<file path="src/inc/lpi_pkg.sv">
// Package of constants and types for the eight-port PCM line interface
package lpi_pkg;

    // ------------------------------------------------------------
    // Sizes
    // ------------------------------------------------------------
    localparam int NPORT  = 8;
    localparam int NBUS   = 2;
    localparam int ADDR_W = 6;
    localparam int DATA_W = 16;

    // ------------------------------------------------------------
    // Register offsets
    // ------------------------------------------------------------
    localparam logic [5:0] REG_CTRL   = 6'h00;
    localparam logic [5:0] REG_TXCFG  = 6'h01;
    localparam logic [5:0] REG_LED    = 6'h02;
    localparam logic [5:0] REG_RING   = 6'h03;
    localparam logic [5:0] REG_REARM  = 6'h04;
    localparam logic [5:0] REG_HOOK   = 6'h05;
    localparam logic [5:0] REG_EVENT  = 6'h06;
    localparam logic [5:0] REG_DIG_LO = 6'h07;
    localparam logic [5:0] REG_DIG_HI = 6'h08;
    localparam logic [5:0] REG_DIAG   = 6'h09;
    localparam logic [5:0] REG_LISTEN = 6'h10;

    // ------------------------------------------------------------
    // Field positions and reset values
    // ------------------------------------------------------------
    localparam int CTRL_CLK_BIT  = 0;
    localparam int CTRL_LAW_BIT  = 1;
    localparam int CTRL_TXEN_BIT = 2;
    localparam int SEL_BUS_BIT   = 8;
    localparam logic [2:0]  CTRL_RST  = 3'h0;
    localparam logic [2:0]  LED_RST   = 3'h0;
    localparam logic [15:0] RDATA_RST = 16'h0000;

    // ------------------------------------------------------------
    // Keypad symbol codes from the tone detectors
    // ------------------------------------------------------------
    localparam logic [3:0] SYM_A    = 4'hA;
    localparam logic [3:0] SYM_STAR = 4'hE;
    localparam logic [3:0] SYM_HASH = 4'hF;

    // ------------------------------------------------------------
    // Timing
    // ------------------------------------------------------------
    localparam longint MCLK_HZ    = 250000000;
    localparam longint CODEC_HZ_T1 = 1544000;
    localparam longint CODEC_HZ_E1 = 2048000;
    localparam int     DIAG_BAUD  = 9600;
    localparam int     DIAG_DIV   = int'(MCLK_HZ / DIAG_BAUD);
    // Phase steps give twice the codec rate; sclk toggles on carry
    localparam logic [31:0] NCO_INC_T1 =
        32'((CODEC_HZ_T1 * 2 * 64'h1_0000_0000) / MCLK_HZ);
    localparam logic [31:0] NCO_INC_E1 =
        32'((CODEC_HZ_E1 * 2 * 64'h1_0000_0000) / MCLK_HZ);

    // ------------------------------------------------------------
    // Types
    // ------------------------------------------------------------
    typedef struct packed {
        logic       bus;
        logic [7:0] slot;
    } lpi_sel_t;

    typedef enum logic [3:0] {
        U_IDLE  = 4'b0001,
        U_START = 4'b0010,
        U_DATA  = 4'b0100,
        U_STOP  = 4'b1000
    } lpi_uart_st_t;

endpackage

</file>
<file path="src/hdl/lpi_codec_port.sv">
// One port's codec serial interface: bus capture and bit shifting
module lpi_codec_port
    import lpi_pkg::*;
(
    // Clock and reset
    input  wire logic                  mclk,
    input  wire logic                  rst_n,
    // Bus side
    input  wire logic [NBUS-1:0]       cap_en,
    input  wire logic [NBUS-1:0][7:0]  bus_data,
    input  wire logic                  bus_sel,
    output logic      [7:0]            tx_byte,
    // Codec side
    input  wire logic                  frame_ld,
    input  wire logic                  bit_tick,
    input  wire logic                  sd_in,
    output logic                       sd_out
);

    logic [NBUS-1:0][7:0] hold;
    logic [NBUS-1:0][7:0] shf;
    logic [7:0]           col;
    logic [3:0]           bit_cnt;

    // Parallel capture from the selected bus slot
    always_ff @(posedge mclk) begin
        if (!rst_n) begin
            hold <= '0;
        end else begin
            for (int b = 0; b < NBUS; b++) begin
                if (cap_en[b]) begin
                    hold[b] <= bus_data[b];
                end
            end
        end
    end

    // Both shifters load at the frame, shift on falling sclk
    always_ff @(posedge mclk) begin
        if (!rst_n) begin
            shf     <= '0;
            bit_cnt <= 4'h8;
        end else if (frame_ld) begin
            shf     <= hold;
            bit_cnt <= 4'h0;
        end else if (bit_tick && !bit_cnt[3]) begin
            for (int b = 0; b < NBUS; b++) begin
                shf[b] <= {shf[b][6:0], 1'b0};
            end
            bit_cnt <= bit_cnt + 4'h1;
        end
    end

    // Output bit from the shifter named by the bus select
    always_ff @(posedge mclk) begin
        if (!rst_n) begin
            sd_out <= 1'b0;
        end else begin
            sd_out <= shf[bus_sel][7];
        end
    end

    // Collect codec bits; byte handed over after the eighth
    always_ff @(posedge mclk) begin
        if (!rst_n) begin
            col     <= '0;
            tx_byte <= '0;
        end else if (bit_tick && !bit_cnt[3]) begin
            col <= {col[6:0], sd_in};
            if (bit_cnt == 4'h7) begin
                tx_byte <= {col[6:0], sd_in};
            end
        end
    end

endmodule

</file>
<file path="src/hdl/lpi_diag_uart.sv">
// Transmit-only asynchronous diagnostic serial port, 8N1
module lpi_diag_uart
    import lpi_pkg::*;
#(
    parameter int DIV = DIAG_DIV
)
(
    // Clock and reset
    input  wire logic       mclk,
    input  wire logic       rst_n,
    // Byte in
    input  wire logic       send,
    input  wire logic [7:0] data,
    output logic            busy,
    // Line
    output logic            txd
);

    localparam int CW = $clog2(DIV);

    lpi_uart_st_t  st;
    logic [CW-1:0] cnt;
    logic [7:0]    sh;
    logic [2:0]    nbit;
    logic          bit_end;

    assign bit_end = (cnt == CW'(DIV - 1));

    // Bit timer, restarted when a byte is taken
    always_ff @(posedge mclk) begin
        if (!rst_n || st == U_IDLE || bit_end) begin
            cnt <= '0;
        end else begin
            cnt <= cnt + 1'b1;
        end
    end

    // Framing sequence; a send while busy is dropped
    always_ff @(posedge mclk) begin
        if (!rst_n) begin
            st   <= U_IDLE;
            sh   <= '0;
            nbit <= '0;
            txd  <= 1'b1;
            busy <= 1'b0;
        end else begin
            unique case (st)
                U_IDLE: begin
                    if (send) begin
                        sh   <= data;
                        st   <= U_START;
                        txd  <= 1'b0;
                        busy <= 1'b1;
                    end
                end
                U_START: begin
                    if (bit_end) begin
                        st   <= U_DATA;
                        txd  <= sh[0];
                        nbit <= '0;
                    end
                end
                U_DATA: begin
                    if (bit_end) begin
                        sh   <= {1'b0, sh[7:1]};
                        nbit <= nbit + 3'h1;
                        txd  <= (nbit == 3'h7) ? 1'b1 : sh[1];
                        st   <= (nbit == 3'h7) ? U_STOP : U_DATA;
                    end
                end
                U_STOP: begin
                    if (bit_end) begin
                        st   <= U_IDLE;
                        busy <= 1'b0;
                    end
                end
            endcase
        end
    end

endmodule

</file>
<file path="src/hdl/lpi_line_card.sv">
// Top of the eight-port PCM line interface digital logic
module lpi_line_card
    import lpi_pkg::*;
#(
    parameter int DIAG_DIVIDER = DIAG_DIV
)
(
    // Clock and reset
    input  wire logic                   mclk,
    input  wire logic                   rst_n,
    // Register port
    input  wire logic [ADDR_W-1:0]      reg_addr,
    input  wire logic [DATA_W-1:0]      reg_wdata,
    input  wire logic                   reg_wr,
    input  wire logic                   reg_rd,
    output logic      [DATA_W-1:0]      reg_rdata,
    // PCM timeslot busses
    input  wire logic                   pcm_frame,
    input  wire logic                   pcm_slot_tick,
    input  wire logic [NBUS-1:0][7:0]   pcm_rx_data,
    output logic      [7:0]             pcm_tx_data,
    output logic      [NBUS-1:0]        pcm_tx_oe,
    // Codecs
    output logic                        codec_sclk,
    output logic                        codec_fs,
    output logic                        codec_law,
    output logic                        codec_clk_sel,
    output logic      [NPORT-1:0]       codec_sd_out,
    input  wire logic [NPORT-1:0]       codec_sd_in,
    // Line circuits
    input  wire logic [NPORT-1:0]       hook_off,
    input  wire logic [NPORT-1:0][3:0]  dtmf_code,
    input  wire logic [NPORT-1:0]       dtmf_strobe,
    output logic      [NPORT-1:0]       ring_relay,
    // Front panel and diagnostics
    output logic      [2:0]             led,
    output logic                        diag_txd
);

    // ------------------------------------------------------------
    // Declarations
    // ------------------------------------------------------------
    logic [2:0]             ctrl;
    lpi_sel_t               tx_cfg;
    logic [NPORT-1:0]       ring_req;
    logic [NPORT-1:0]       ring_dis;
    logic [NPORT-1:0]       ring_trip;
    logic [NPORT-1:0]       hook_seen;
    logic [NPORT-1:0]       hook_chg;
    logic [NPORT-1:0]       dig_pend;
    logic [NPORT-1:0]       dig_evt;
    logic [NPORT-1:0][3:0]  dig_latch;
    logic [NPORT-1:0][3:0]  dig_rep;
    logic [2:0]             scan_idx;
    lpi_sel_t [NPORT-1:0]   listen_new;
    lpi_sel_t [NPORT-1:0]   listen_act;
    logic [7:0]             slot_cnt;
    logic [7:0]             cur_slot;
    logic                   frame_tick;
    logic [31:0]            nco_acc;
    logic                   nco_carry;
    logic                   bit_tick;
    logic [NPORT-1:0][7:0]  port_tx;
    logic [NPORT-1:0]       port_sel;
    logic                   diag_busy;
    logic                   diag_send;
    logic [NPORT-1:0]       scan_hit;
    logic [NPORT-1:0]       chg_set;
    logic [NPORT-1:0]       evt_set;
    logic [NPORT-1:0]       chg_clr;
    logic [NPORT-1:0]       evt_clr;
    logic [DATA_W-1:0]      next_rdata;

    // Register write decode
    function automatic logic wr_hit(input logic [5:0] a);
        return reg_wr && (reg_addr == a);
    endfunction

    // ------------------------------------------------------------
    // Frame and slot timing
    // ------------------------------------------------------------

    // Slot number valid in the tick cycle; frame pulse marks slot 0
    assign frame_tick = pcm_frame && pcm_slot_tick;
    assign cur_slot   = pcm_frame ? 8'h00 : slot_cnt + 8'h01;

    always_ff @(posedge mclk) begin
        if (!rst_n) begin
            slot_cnt <= 8'hFF;
        end else if (pcm_slot_tick) begin
            slot_cnt <= cur_slot;
        end
    end

    // ------------------------------------------------------------
    // Control registers
    // ------------------------------------------------------------

    // Common codec clock, law and transmit enable
    always_ff @(posedge mclk) begin
        if (!rst_n) begin
            ctrl <= CTRL_RST;
        end else if (wr_hit(REG_CTRL)) begin
            ctrl <= reg_wdata[2:0];
        end
    end

    // Card's own block base slot and transmit bus
    always_ff @(posedge mclk) begin
        if (!rst_n) begin
            tx_cfg <= '0;
        end else if (wr_hit(REG_TXCFG)) begin
            tx_cfg <= reg_wdata[SEL_BUS_BIT:0];
        end
    end

    // Indicator register: red, yellow, green on bits 2..0
    always_ff @(posedge mclk) begin
        if (!rst_n) begin
            led <= LED_RST;
        end else if (wr_hit(REG_LED)) begin
            led <= reg_wdata[2:0];
        end
    end

    // Listen selections: written any time, used from next frame
    always_ff @(posedge mclk) begin
        if (!rst_n) begin
            listen_new <= '0;
            listen_act <= '0;
        end else begin
            for (int p = 0; p < NPORT; p++) begin
                if (wr_hit(REG_LISTEN + 6'(p))) begin
                    listen_new[p] <= reg_wdata[SEL_BUS_BIT:0];
                end
            end
            if (frame_tick) begin
                listen_act <= listen_new;
            end
        end
    end

    // ------------------------------------------------------------
    // Ring relays
    // ------------------------------------------------------------

    // Trip when a ringing line answers
    assign ring_trip = ring_relay & hook_off;

    // Trip beats a same-cycle write so ringing cannot restart
    always_ff @(posedge mclk) begin
        if (!rst_n) begin
            ring_req <= '0;
            ring_dis <= '0;
        end else begin
            if (wr_hit(REG_RING)) begin
                ring_req <= reg_wdata[NPORT-1:0] & ~ring_trip;
            end else begin
                ring_req <= ring_req & ~ring_trip;
            end
            if (wr_hit(REG_REARM)) begin
                ring_dis <= (ring_dis & ~reg_wdata[NPORT-1:0])
                            | ring_trip;
            end else begin
                ring_dis <= ring_dis | ring_trip;
            end
        end
    end

    // Relay drive; a line off hook at the previous clock gets no ring voltage
    always_ff @(posedge mclk) begin
        if (!rst_n) begin
            ring_relay <= '0;
        end else begin
            ring_relay <= ring_req & ~ring_dis & ~hook_off;
        end
    end

    // ------------------------------------------------------------
    // Tone digits and event scanning
    // ------------------------------------------------------------

    // Every four-bit code is a legal keypad symbol, none dropped
    always_ff @(posedge mclk) begin
        if (!rst_n) begin
            dig_latch <= '0;
        end else begin
            for (int p = 0; p < NPORT; p++) begin
                if (dtmf_strobe[p]) begin
                    dig_latch[p] <= dtmf_code[p];
                end
            end
        end
    end

    // One port examined per cycle, round robin
    always_ff @(posedge mclk) begin
        if (!rst_n) begin
            scan_idx <= '0;
        end else begin
            scan_idx <= scan_idx + 3'h1;
        end
    end

    // Per-port scan terms: hook changes and waiting digits
    always_comb begin
        scan_hit = '0;
        scan_hit[scan_idx] = 1'b1;
        chg_set  = scan_hit & (hook_off ^ hook_seen);
        evt_set  = scan_hit & dig_pend;
    end

    // A new strobe in the scan cycle keeps its pending flag
    always_ff @(posedge mclk) begin
        if (!rst_n) begin
            hook_seen <= '0;
            dig_pend  <= '0;
            dig_rep   <= '0;
        end else begin
            hook_seen <= hook_seen ^ chg_set;
            dig_pend  <= (dig_pend & ~evt_set) | dtmf_strobe;
            for (int p = 0; p < NPORT; p++) begin
                if (evt_set[p]) begin
                    dig_rep[p] <= dig_latch[p];
                end
            end
        end
    end

    // Poll read clears only what it reported; new sets win
    assign chg_clr = (reg_rd && reg_addr == REG_EVENT) ? hook_chg : '0;
    assign evt_clr = (reg_rd && reg_addr == REG_EVENT) ? dig_evt : '0;

    always_ff @(posedge mclk) begin
        if (!rst_n) begin
            hook_chg <= '0;
            dig_evt  <= '0;
        end else begin
            hook_chg <= (hook_chg & ~chg_clr) | chg_set;
            dig_evt  <= (dig_evt & ~evt_clr) | evt_set;
        end
    end

    // ------------------------------------------------------------
    // Codec clocking
    // ------------------------------------------------------------

    // Phase accumulator: 250 MHz does not divide to either rate
    always_ff @(posedge mclk) begin
        if (!rst_n) begin
            nco_acc   <= '0;
            nco_carry <= 1'b0;
        end else begin
            {nco_carry, nco_acc} <= {1'b0, nco_acc}
                + {1'b0, (ctrl[CTRL_CLK_BIT] ? NCO_INC_E1
                                             : NCO_INC_T1)};
        end
    end

    // Bit clock, frame sync and common codec settings
    always_ff @(posedge mclk) begin
        if (!rst_n) begin
            codec_sclk    <= 1'b0;
            codec_fs      <= 1'b0;
            codec_law     <= 1'b0;
            codec_clk_sel <= 1'b0;
        end else begin
            codec_sclk    <= codec_sclk ^ nco_carry;
            codec_fs      <= frame_tick;
            codec_law     <= ctrl[CTRL_LAW_BIT];
            codec_clk_sel <= ctrl[CTRL_CLK_BIT];
        end
    end

    // Shift on the falling edge so codecs sample mid-bit
    assign bit_tick = nco_carry && codec_sclk;

    // ------------------------------------------------------------
    // Per-port codec interfaces
    // ------------------------------------------------------------
    for (genvar p = 0; p < NPORT; p++) begin : g_port
        logic [NBUS-1:0] cap;
        // Either bus, same rule: slot and bus both match
        always_comb begin
            for (int b = 0; b < NBUS; b++) begin
                cap[b] = pcm_slot_tick
                    && cur_slot == listen_act[p].slot
                    && listen_act[p].bus == 1'(b);
            end
        end
        assign port_sel[p] = listen_act[p].bus;

        lpi_codec_port u_port (
            .mclk     (mclk),
            .rst_n    (rst_n),
            .cap_en   (cap),
            .bus_data (pcm_rx_data),
            .bus_sel  (port_sel[p]),
            .tx_byte  (port_tx[p]),
            .frame_ld (frame_tick),
            .bit_tick (bit_tick),
            .sd_in    (codec_sd_in[p]),
            .sd_out   (codec_sd_out[p])
        );
    end

    // ------------------------------------------------------------
    // Transmit onto the PCM bus
    // ------------------------------------------------------------

    // Port k owns slot base+k; its slot and bus also name it
    always_ff @(posedge mclk) begin
        if (!rst_n) begin
            pcm_tx_data <= '0;
            pcm_tx_oe   <= '0;
        end else if (pcm_slot_tick) begin
            pcm_tx_oe <= '0;
            if (ctrl[CTRL_TXEN_BIT]
                && (cur_slot - tx_cfg.slot) < 8'(NPORT)) begin
                pcm_tx_data <= port_tx[3'(cur_slot - tx_cfg.slot)];
                pcm_tx_oe[tx_cfg.bus] <= 1'b1;
            end
        end
    end

    // ------------------------------------------------------------
    // Diagnostic serial port
    // ------------------------------------------------------------
    assign diag_send = wr_hit(REG_DIAG);

    lpi_diag_uart #(
        .DIV (DIAG_DIVIDER)
    ) u_diag (
        .mclk  (mclk),
        .rst_n (rst_n),
        .send  (diag_send),
        .data  (reg_wdata[7:0]),
        .busy  (diag_busy),
        .txd   (diag_txd)
    );

    // ------------------------------------------------------------
    // Register read port
    // ------------------------------------------------------------

    // Read mux; unmapped offsets return zero
    always_comb begin
        next_rdata = '0;
        unique case (reg_addr)
            REG_CTRL:   next_rdata = {13'h0000, ctrl};
            REG_TXCFG:  next_rdata = {7'h00, tx_cfg};
            REG_LED:    next_rdata = {13'h0000, led};
            REG_RING:   next_rdata = {8'h00, ring_req};
            REG_REARM:  next_rdata = {8'h00, ring_dis};
            REG_HOOK:   next_rdata = {8'h00, hook_off};
            REG_EVENT:  next_rdata = {dig_evt, hook_chg};
            REG_DIG_LO: next_rdata = {dig_rep[3], dig_rep[2],
                                      dig_rep[1], dig_rep[0]};
            REG_DIG_HI: next_rdata = {dig_rep[7], dig_rep[6],
                                      dig_rep[5], dig_rep[4]};
            REG_DIAG:   next_rdata = {15'h0000, diag_busy};
            default: begin
                if (reg_addr[5:3] == REG_LISTEN[5:3]) begin
                    next_rdata = {7'h00, listen_new[reg_addr[2:0]]};
                end
            end
        endcase
    end

    // Data stands only in the cycle after the read strobe
    always_ff @(posedge mclk) begin
        if (!rst_n) begin
            reg_rdata <= RDATA_RST;
        end else begin
            reg_rdata <= reg_rd ? next_rdata : RDATA_RST;
        end
    end

endmodule

</file>
<file path="config.mk">
export PLATFORM = sky130hd
export DESIGN_NAME = lpi_line_card
export DESIGN_NICKNAME = d
export VERILOG_FILES = /design/src/inc/lpi_pkg.sv /design/src/hdl/lpi_codec_port.sv /design/src/hdl/lpi_diag_uart.sv /design/src/hdl/lpi_line_card.sv
export SDC_FILE = /design/constraint.sdc
export NUM_CORES = 2
export LEC_CHECK = 0
export ABC_AREA = 1
export BUFFER_PORTS_ARGS = -buffer_cell sky130_fd_sc_hd__buf_2
export CORE_MARGIN = 2
export CORE_UTILIZATION = 62
export CTS_CLUSTER_SIZE = 10
export DETAILED_ROUTE_END_ITERATION = 12
export PLACE_DENSITY = 0.81
export SKIP_LAST_GASP = 1
export SYNTH_ARGS = -nofsm -noshare
export SYNTH_HDL_FRONTEND = slang
export SYNTH_SLANG_ARGS = --single-unit
export TNS_END_PERCENT = 1
</file>
<file path="constraint.sdc">
create_clock -name mclk -period 4.1 [get_ports mclk]
set_clock_uncertainty 0.05 [all_clocks]
set_input_delay 0.41 -clock mclk [delete_from_list [all_inputs] [get_ports mclk]]
set_output_delay 0.41 -clock mclk [all_outputs]
set_load 0.01 [all_outputs]
</file>
# Word-level counts from Yosys, hierarchy flattened
# Index checks and enable logic that the tools add are counted.
op_classes:
  reduce_logical: 92
  mux: 85
  addsub: 14
  bitwise_logic: 35
  n_lt_le_gt_ge: 15
  n_eq_ne: 44
ops:
  columns: ["operator", "n"]
  rows:
  - ["16-bit two-way mux", 16]
  - ["8-bit two-way mux", 24]
  - ["16-bit case mux with 10 select lines", 1]
  - ["8-bit bitwise AND", 11]
  - ["4-bit two-way mux", 21]
  - ["8-bit == test", 8]
  - ["8-bit NOT", 7]
  - ["1-bit logical AND", 52]
  - ["6-bit by 5-bit == test with 1-bit output, second input constant", 8]
  - ["8-bit bitwise OR", 5]
  - ["4-bit by 3-bit == test with 1-bit output, second input constant", 9]
  - ["32-bit by 27-bit adder with 33-bit output", 1]
  - ["4-bit by 1-bit adder with 4-bit output, second input constant", 8]
  - ["9-bit binary-select mux with 3-bit select", 1]
  - ["27-bit two-way mux", 1]
  - ["8-bit binary-select mux with 3-bit select", 1]
  - ["6-bit by 3-bit == test with 1-bit output, second input constant", 4]
  - ["2-bit nonzero test", 11]
  - ["2-bit AND reduction", 10]
  - ["1-bit by 2-bit < comparator with 1-bit output, second input constant", 9]
  - ["9-bit two-way mux", 2]
  - ["4-bit case mux with 4 select lines", 1]
  - ["8-bit case mux with 2 select lines", 1]
  - ["8-bit bitwise XOR", 2]
  - ["other kinds (36)", 71]
word_totals:
  input_bits: 100
  out_inout_bits: 50
  reg_bits: 801
  wordCells: 433

# Logic depth before layout (Yosys ltp)
logic_depth:
  word_depth: 8
  ltp_mapped: 19
  depth_no_buf: 19

# Modules after synthesis
# From an unflattened synthesis, not the netlist that was laid out.
hier_totals:
  cells_unflattened: 4891
  hier_area_um2: 35133.7
modules_own_cells:
  columns: ["mod", "area_each_um2", "n_inst", "cells_per_inst"]
  rows:
  - ["lpi_codec_port", 2135.8, 8, 296]
  - ["lpi_line_card", 16231.8, 1, 2268]
  - ["lpi_diag_uart", 1815.5, 1, 255]

# Least setup slack after synthesis
# OpenSTA, ideal clock, no wires.
synth_path:
  path_type: "register -> register"
  startpoint: "reg slot_cnt[1]"
  endpoint: "reg pcm_tx_data[7]"
  required_time_ns: 3.935
  arrival_ns: 2.697
  setup_ns: 0.115
  period_less_slack_ns: 2.862
  setup_slack_ns: 1.238
  stages_incl_launch_ff: 17
  n_path_buf: 1
  cell_sequence: "dfxtp_1 > ha_1 > nand2_4 > nor2_4 > nor2_4 > nand2_4 > inv_2 > ha_1 > nand2_1 > or2_2 > nand4_1 > nand3_1 > nor2_1 > buf_2 > nand3_1 > nand2_1 > nor2_1"
synth_via:
  elab_chain_cells: 6
synth_lines:
  columns: ["item", "line", "source"]
  rows:
  - ["from (decl)", "lpi_line_card.sv:57", "logic [7:0] slot_cnt;"]
  - ["from (signal assigned)", "lpi_line_card.sv:91", "slot_cnt <= cur_slot;"]
  - ["8-bit by 1-bit adder with 8-bit output", "lpi_line_card.sv:85", "assign cur_slot = pcm_frame ? 8'h00 : slot_cnt + 8'h01;"]
  - ["8-bit two-way mux", "lpi_line_card.sv:85", null]
  - ["named net cur_slot[4]", "lpi_line_card.sv:58", "logic [7:0] cur_slot;"]
  - ["8-bit subtractor", "lpi_line_card.sv:320", "pcm_tx_data <= port_tx[3'(cur_slot - tx_cfg.slot)];"]
  - ["8-bit by 4-bit < comparator with 1-bit output", "lpi_line_card.sv:319", "&& (cur_slot - tx_cfg.slot) < 8'(NPORT)) begin"]
  - ["1-bit logical AND", "lpi_line_card.sv:319", null]
  - ["2-bit AND reduction (no line)", null, null]
  - ["to (signal assigned)", "lpi_line_card.sv:320", null]
  - ["to (decl)", "lpi_line_card.sv:21", "output logic [7:0] pcm_tx_data,"]
# The timed path passes the listed nets, and every way through them passes these cells. The select of a mux whose other input is x is not followed.
# A chain may end at the register's enable or synchronous reset.

# Worst setup path in the final report
layout_path:
  startpoint: "reg slot_cnt[0]"
  endpoint: "reg pcm_tx_data[1]"
# Same word-level chain as after synthesis.

==> results.md <==
- Status: finished clean
- Synth cell count leaders: nand2_1 (897), dfxtp_1 (799), nor2_1 (763), inv_1 (527), o21ai_0 (470)
- Worst-Skew Late Latency: 0.64 ns
- Leading cell type by number of instances after synthesis: nand2_1
- Cell taking the most area after synthesis: dfxtp_1
- Fmax: 0.292 GHz
- 1st-iter DRT viols: 3332
- Vias: 32100
- GRT Util Overall: 32.4%
- Sequential share of the synthesized area: 46.6%
- Min-delay worst type: primary input to flip-flop
- Maximum root-to-sink buffer count: 3
- Period minus WS final: 3.42 ns
- Rows: 86
- Slew Limit Fails: 0
- Post-CTS setup buffers: 0
- Setup_tns: 0 ns
- # clock sinks: 799
- Global-route wire length before repair: 150 mm
- Filler Cell Count: 4418
- Mapped Area: 34300 sq um
- Worst path cell trace: ha_1, nand2_4, nor2_4, nor2_4, nand2_4, inv_2, ha_1, a21oi_1, inv_1, nand2_1, nand2_1, a21oi_1, nand2_1, nand2_1, nand2_1, nand2_1, nand2_1, nor2_1
- Die area: 57300 sq um
- Final setup fails: 0
- Slowest stage delay, CP: 0.53 ns
- Power Density: 440 nW/um^2
- Max-slew headroom: 31.8%
- Dpl cell area: 35400 sq um
- Area of the core: 54900 sq um
- GR Overflow Total: 0
- Critical Setup Path Class: flip-flop to flip-flop
- Placed cell count: 5462
- Post-synth EDFFs: 0
- GP Congestion: 0.934
- Register bit total from synthesis: 799
- Drt first pass iters: 6
- WP buf/inv: 2
- Multi-input gate area: 15200 sq um
- Root Driver: clkbuf_16
- Total Nets Final: 5043
- Design area: 38400 sq um
- Largest net degree at the start of global routing: 197
- Die Y-Extent: 239 microns
- H-Tree Level Count: 3
- WL per Instance: 16.7 microns
- Dpl hpwl: 60.6 mm
- Average via count per standard cell: 5.71
- Vias in the first global route: 29200
- # IOs: 150
- Reg area: 16000 sq um
- Synth top area cells: dfxtp_1 (47%), nand2_1 (9.8%), nor2_1 (8.3%)
- Clock transition at path regs: 0.05 ns
- Final Non-Filler Cells: 5626
- Ys async rst share: 0%
- Crit path DAT: 3.94 ns
- Maximum capacitance violations: 0
- Total CTS buffers: 91
- WL final: 94.2 mm
- Tot Pwr: 16.9 mW
- Post-synth top area share: 46.6%
- Crit end category: flip-flop
- CTS tree: done
- Overall die width: 239 microns
- Share of layout cells above drive strength 1: 7.17%
- Starting Density: 62.5%
- VDD IR max: 0.345 mV
- WHS: 0.0142 ns
- Req. time, crit path: 4.62 ns
- Syn avg cell area: 7.16 sq um
- Hold Vio Cnt, Final: 0
- Leakage power: 16.3 nW
- CP max stage cell: dfxtp_1
- Resize count post-CTS: 0
- Post-route clock period utilization: 83.4%
- Ys flop type: dfxtp_1
- Synth warn: 0
- Initial antenna violation count: 1
- Area Growth Syn to Fin: 11.8%
- Crit path max-delay family: simple AND/OR/NAND/NOR gates
- Unique masters post-synth: 54
- Most frequent CP cell: nand2_1
- Synth Net Count: 4930
- Port Buffers: 142
- Syn Inst Count: 4792
- Unrepaired setup endpoints after global routing: false
- Drt drc: 0
- Startpoint types: flip-flop
- Antenna-violating nets left: 0
- Peak fanout along the critical path: 17
- Measured slew at the worst slew-check pin: 1.01 ns
## final timing paths
| check | start | to | slack (ns) | depth (start not counted) |
|---|---|---|---|---|
| worst min-delay path | codec_sd_in[0] | g_port[0].u_port.tx_byte[0] | 0.01 | 3 |
| worst max register to register | slot_cnt[0] | pcm_tx_data[1] | 0.68 | 18 |
| worst min register to register | ring_dis[5] | ring_relay[5] | 0.39 | 1 |
| worst max-delay path | slot_cnt[0] | pcm_tx_data[1] | 0.68 | 18 |
## where the power goes
group / leakage, nW / internal, mW / switching, mW
combinational: 8.66 / 0.514 / 1.18
sequential: 6.47 / 8.01 / 0.135
clock: 1.19 / 4.02 / 3.03
total: 16.3 / 12.5 / 4.34
## registers in the layout, indices dropped and copies added (netlist names), 9 cells and up, named ones only
register and flops:
g_port.u_port.col 56, g_port.u_port.bit_cnt 32, listen_act 72, dig_rep 32
dig_latch 32, listen_new 72, tx_cfg 9, g_port.u_port.tx_byte 64
g_port.u_port.shf 128, u_diag.cnt 15, nco_acc 30, reg_rdata 16
g_port.u_port.hold 128
## per-layer routing
layer	share of wire, %	vias to the layer above	wire [microns]	track usage [%]
met2	45	1352	42500	52.1
li1	-	15800	-	-
met3	8.7	279	8240	5.79
met1	42	14700	39700	43.2
met5	0	-	0	0
met4	4.0	0	3760	13.2
## logic make-up (layout without fill, tap and decap cells)
family	Yosys count	count (layout)	share of synthesized area (%)
DFF	799	799	46.6
buffers and inverters	786	915	9.00
and+or+nand+nor	2017	2017	24.4
other	0	1	0
xor gates and xnor gates	18	18	0.459
AOI/OAI and AO/OA	1134	1134	18.1
adders and majority gates	38	38	1.41
## cell type report
class | instances | area share [%]
Tap cell | 704 | 2.30
Antenna cell | 1 | 0.00652
Inverter | 556 | 5.47
Sequential cell | 799 | 41.7
Timing Repair Buffer | 250 | 4.44
Clock inverter | 6 | 0.202
Clock buffer | 103 | 6.16
Multi-Input combinational cell | 3207 | 39.7
## placed cells by master, fill, tap and decap left out, drive strengths merged, types with 2 or more instances in the layout
cell and n:
o211ai 99, nor4 10, a31oi 18, a211oi 5, clkbuf 103, a21boi 3, dlygate4sd3 54, o22ai 60
clkinv 24, ha 37, a221oi 4, and3 3, xor2 14, o2111ai 4, a21oi 426, o311ai 3
buf 196, nand3 195, or2 4, o221ai 9, a21o 2, nand2 906, a22o 2, o21ai 473
a22oi 16, nand4 76, nor3b 2, o21a 7, dfxtp 799, nor3 41, xnor2 4, inv 538
nand3b 2, nor2 778
## worst reg2reg max path: cells and delay by family (launching register included)
| kind | cells | cell delay (ns) |
|---|---|---|
| and+or+nand+nor | 12 | 1.60 |
| adders and majority gates | 2 | 0.63 |
| DFF | 1 | 0.53 |
| AOI/OAI and AO/OA | 2 | 0.38 |
| buffers and inverters | 2 | 0.16 |
## stage by stage
stage	setup WS (ns)	util, %
6_report	0.681	69.9
5_1_grt	0.373	69.9
4_1_cts	0.726	69.9
3_5_place_dp	0.741	64.5
3_3_place_gp	0.770	64.5
2_1_floorplan	1.24	-
## timing repair
item | 4_1_cts | 5_1_grt
hold endpoints to repair | 63 | 0
setup endpoints to repair | 0 | 0
hold buffers | 54 | 0
No activity file was read; power rests on OpenSTA's default activity.
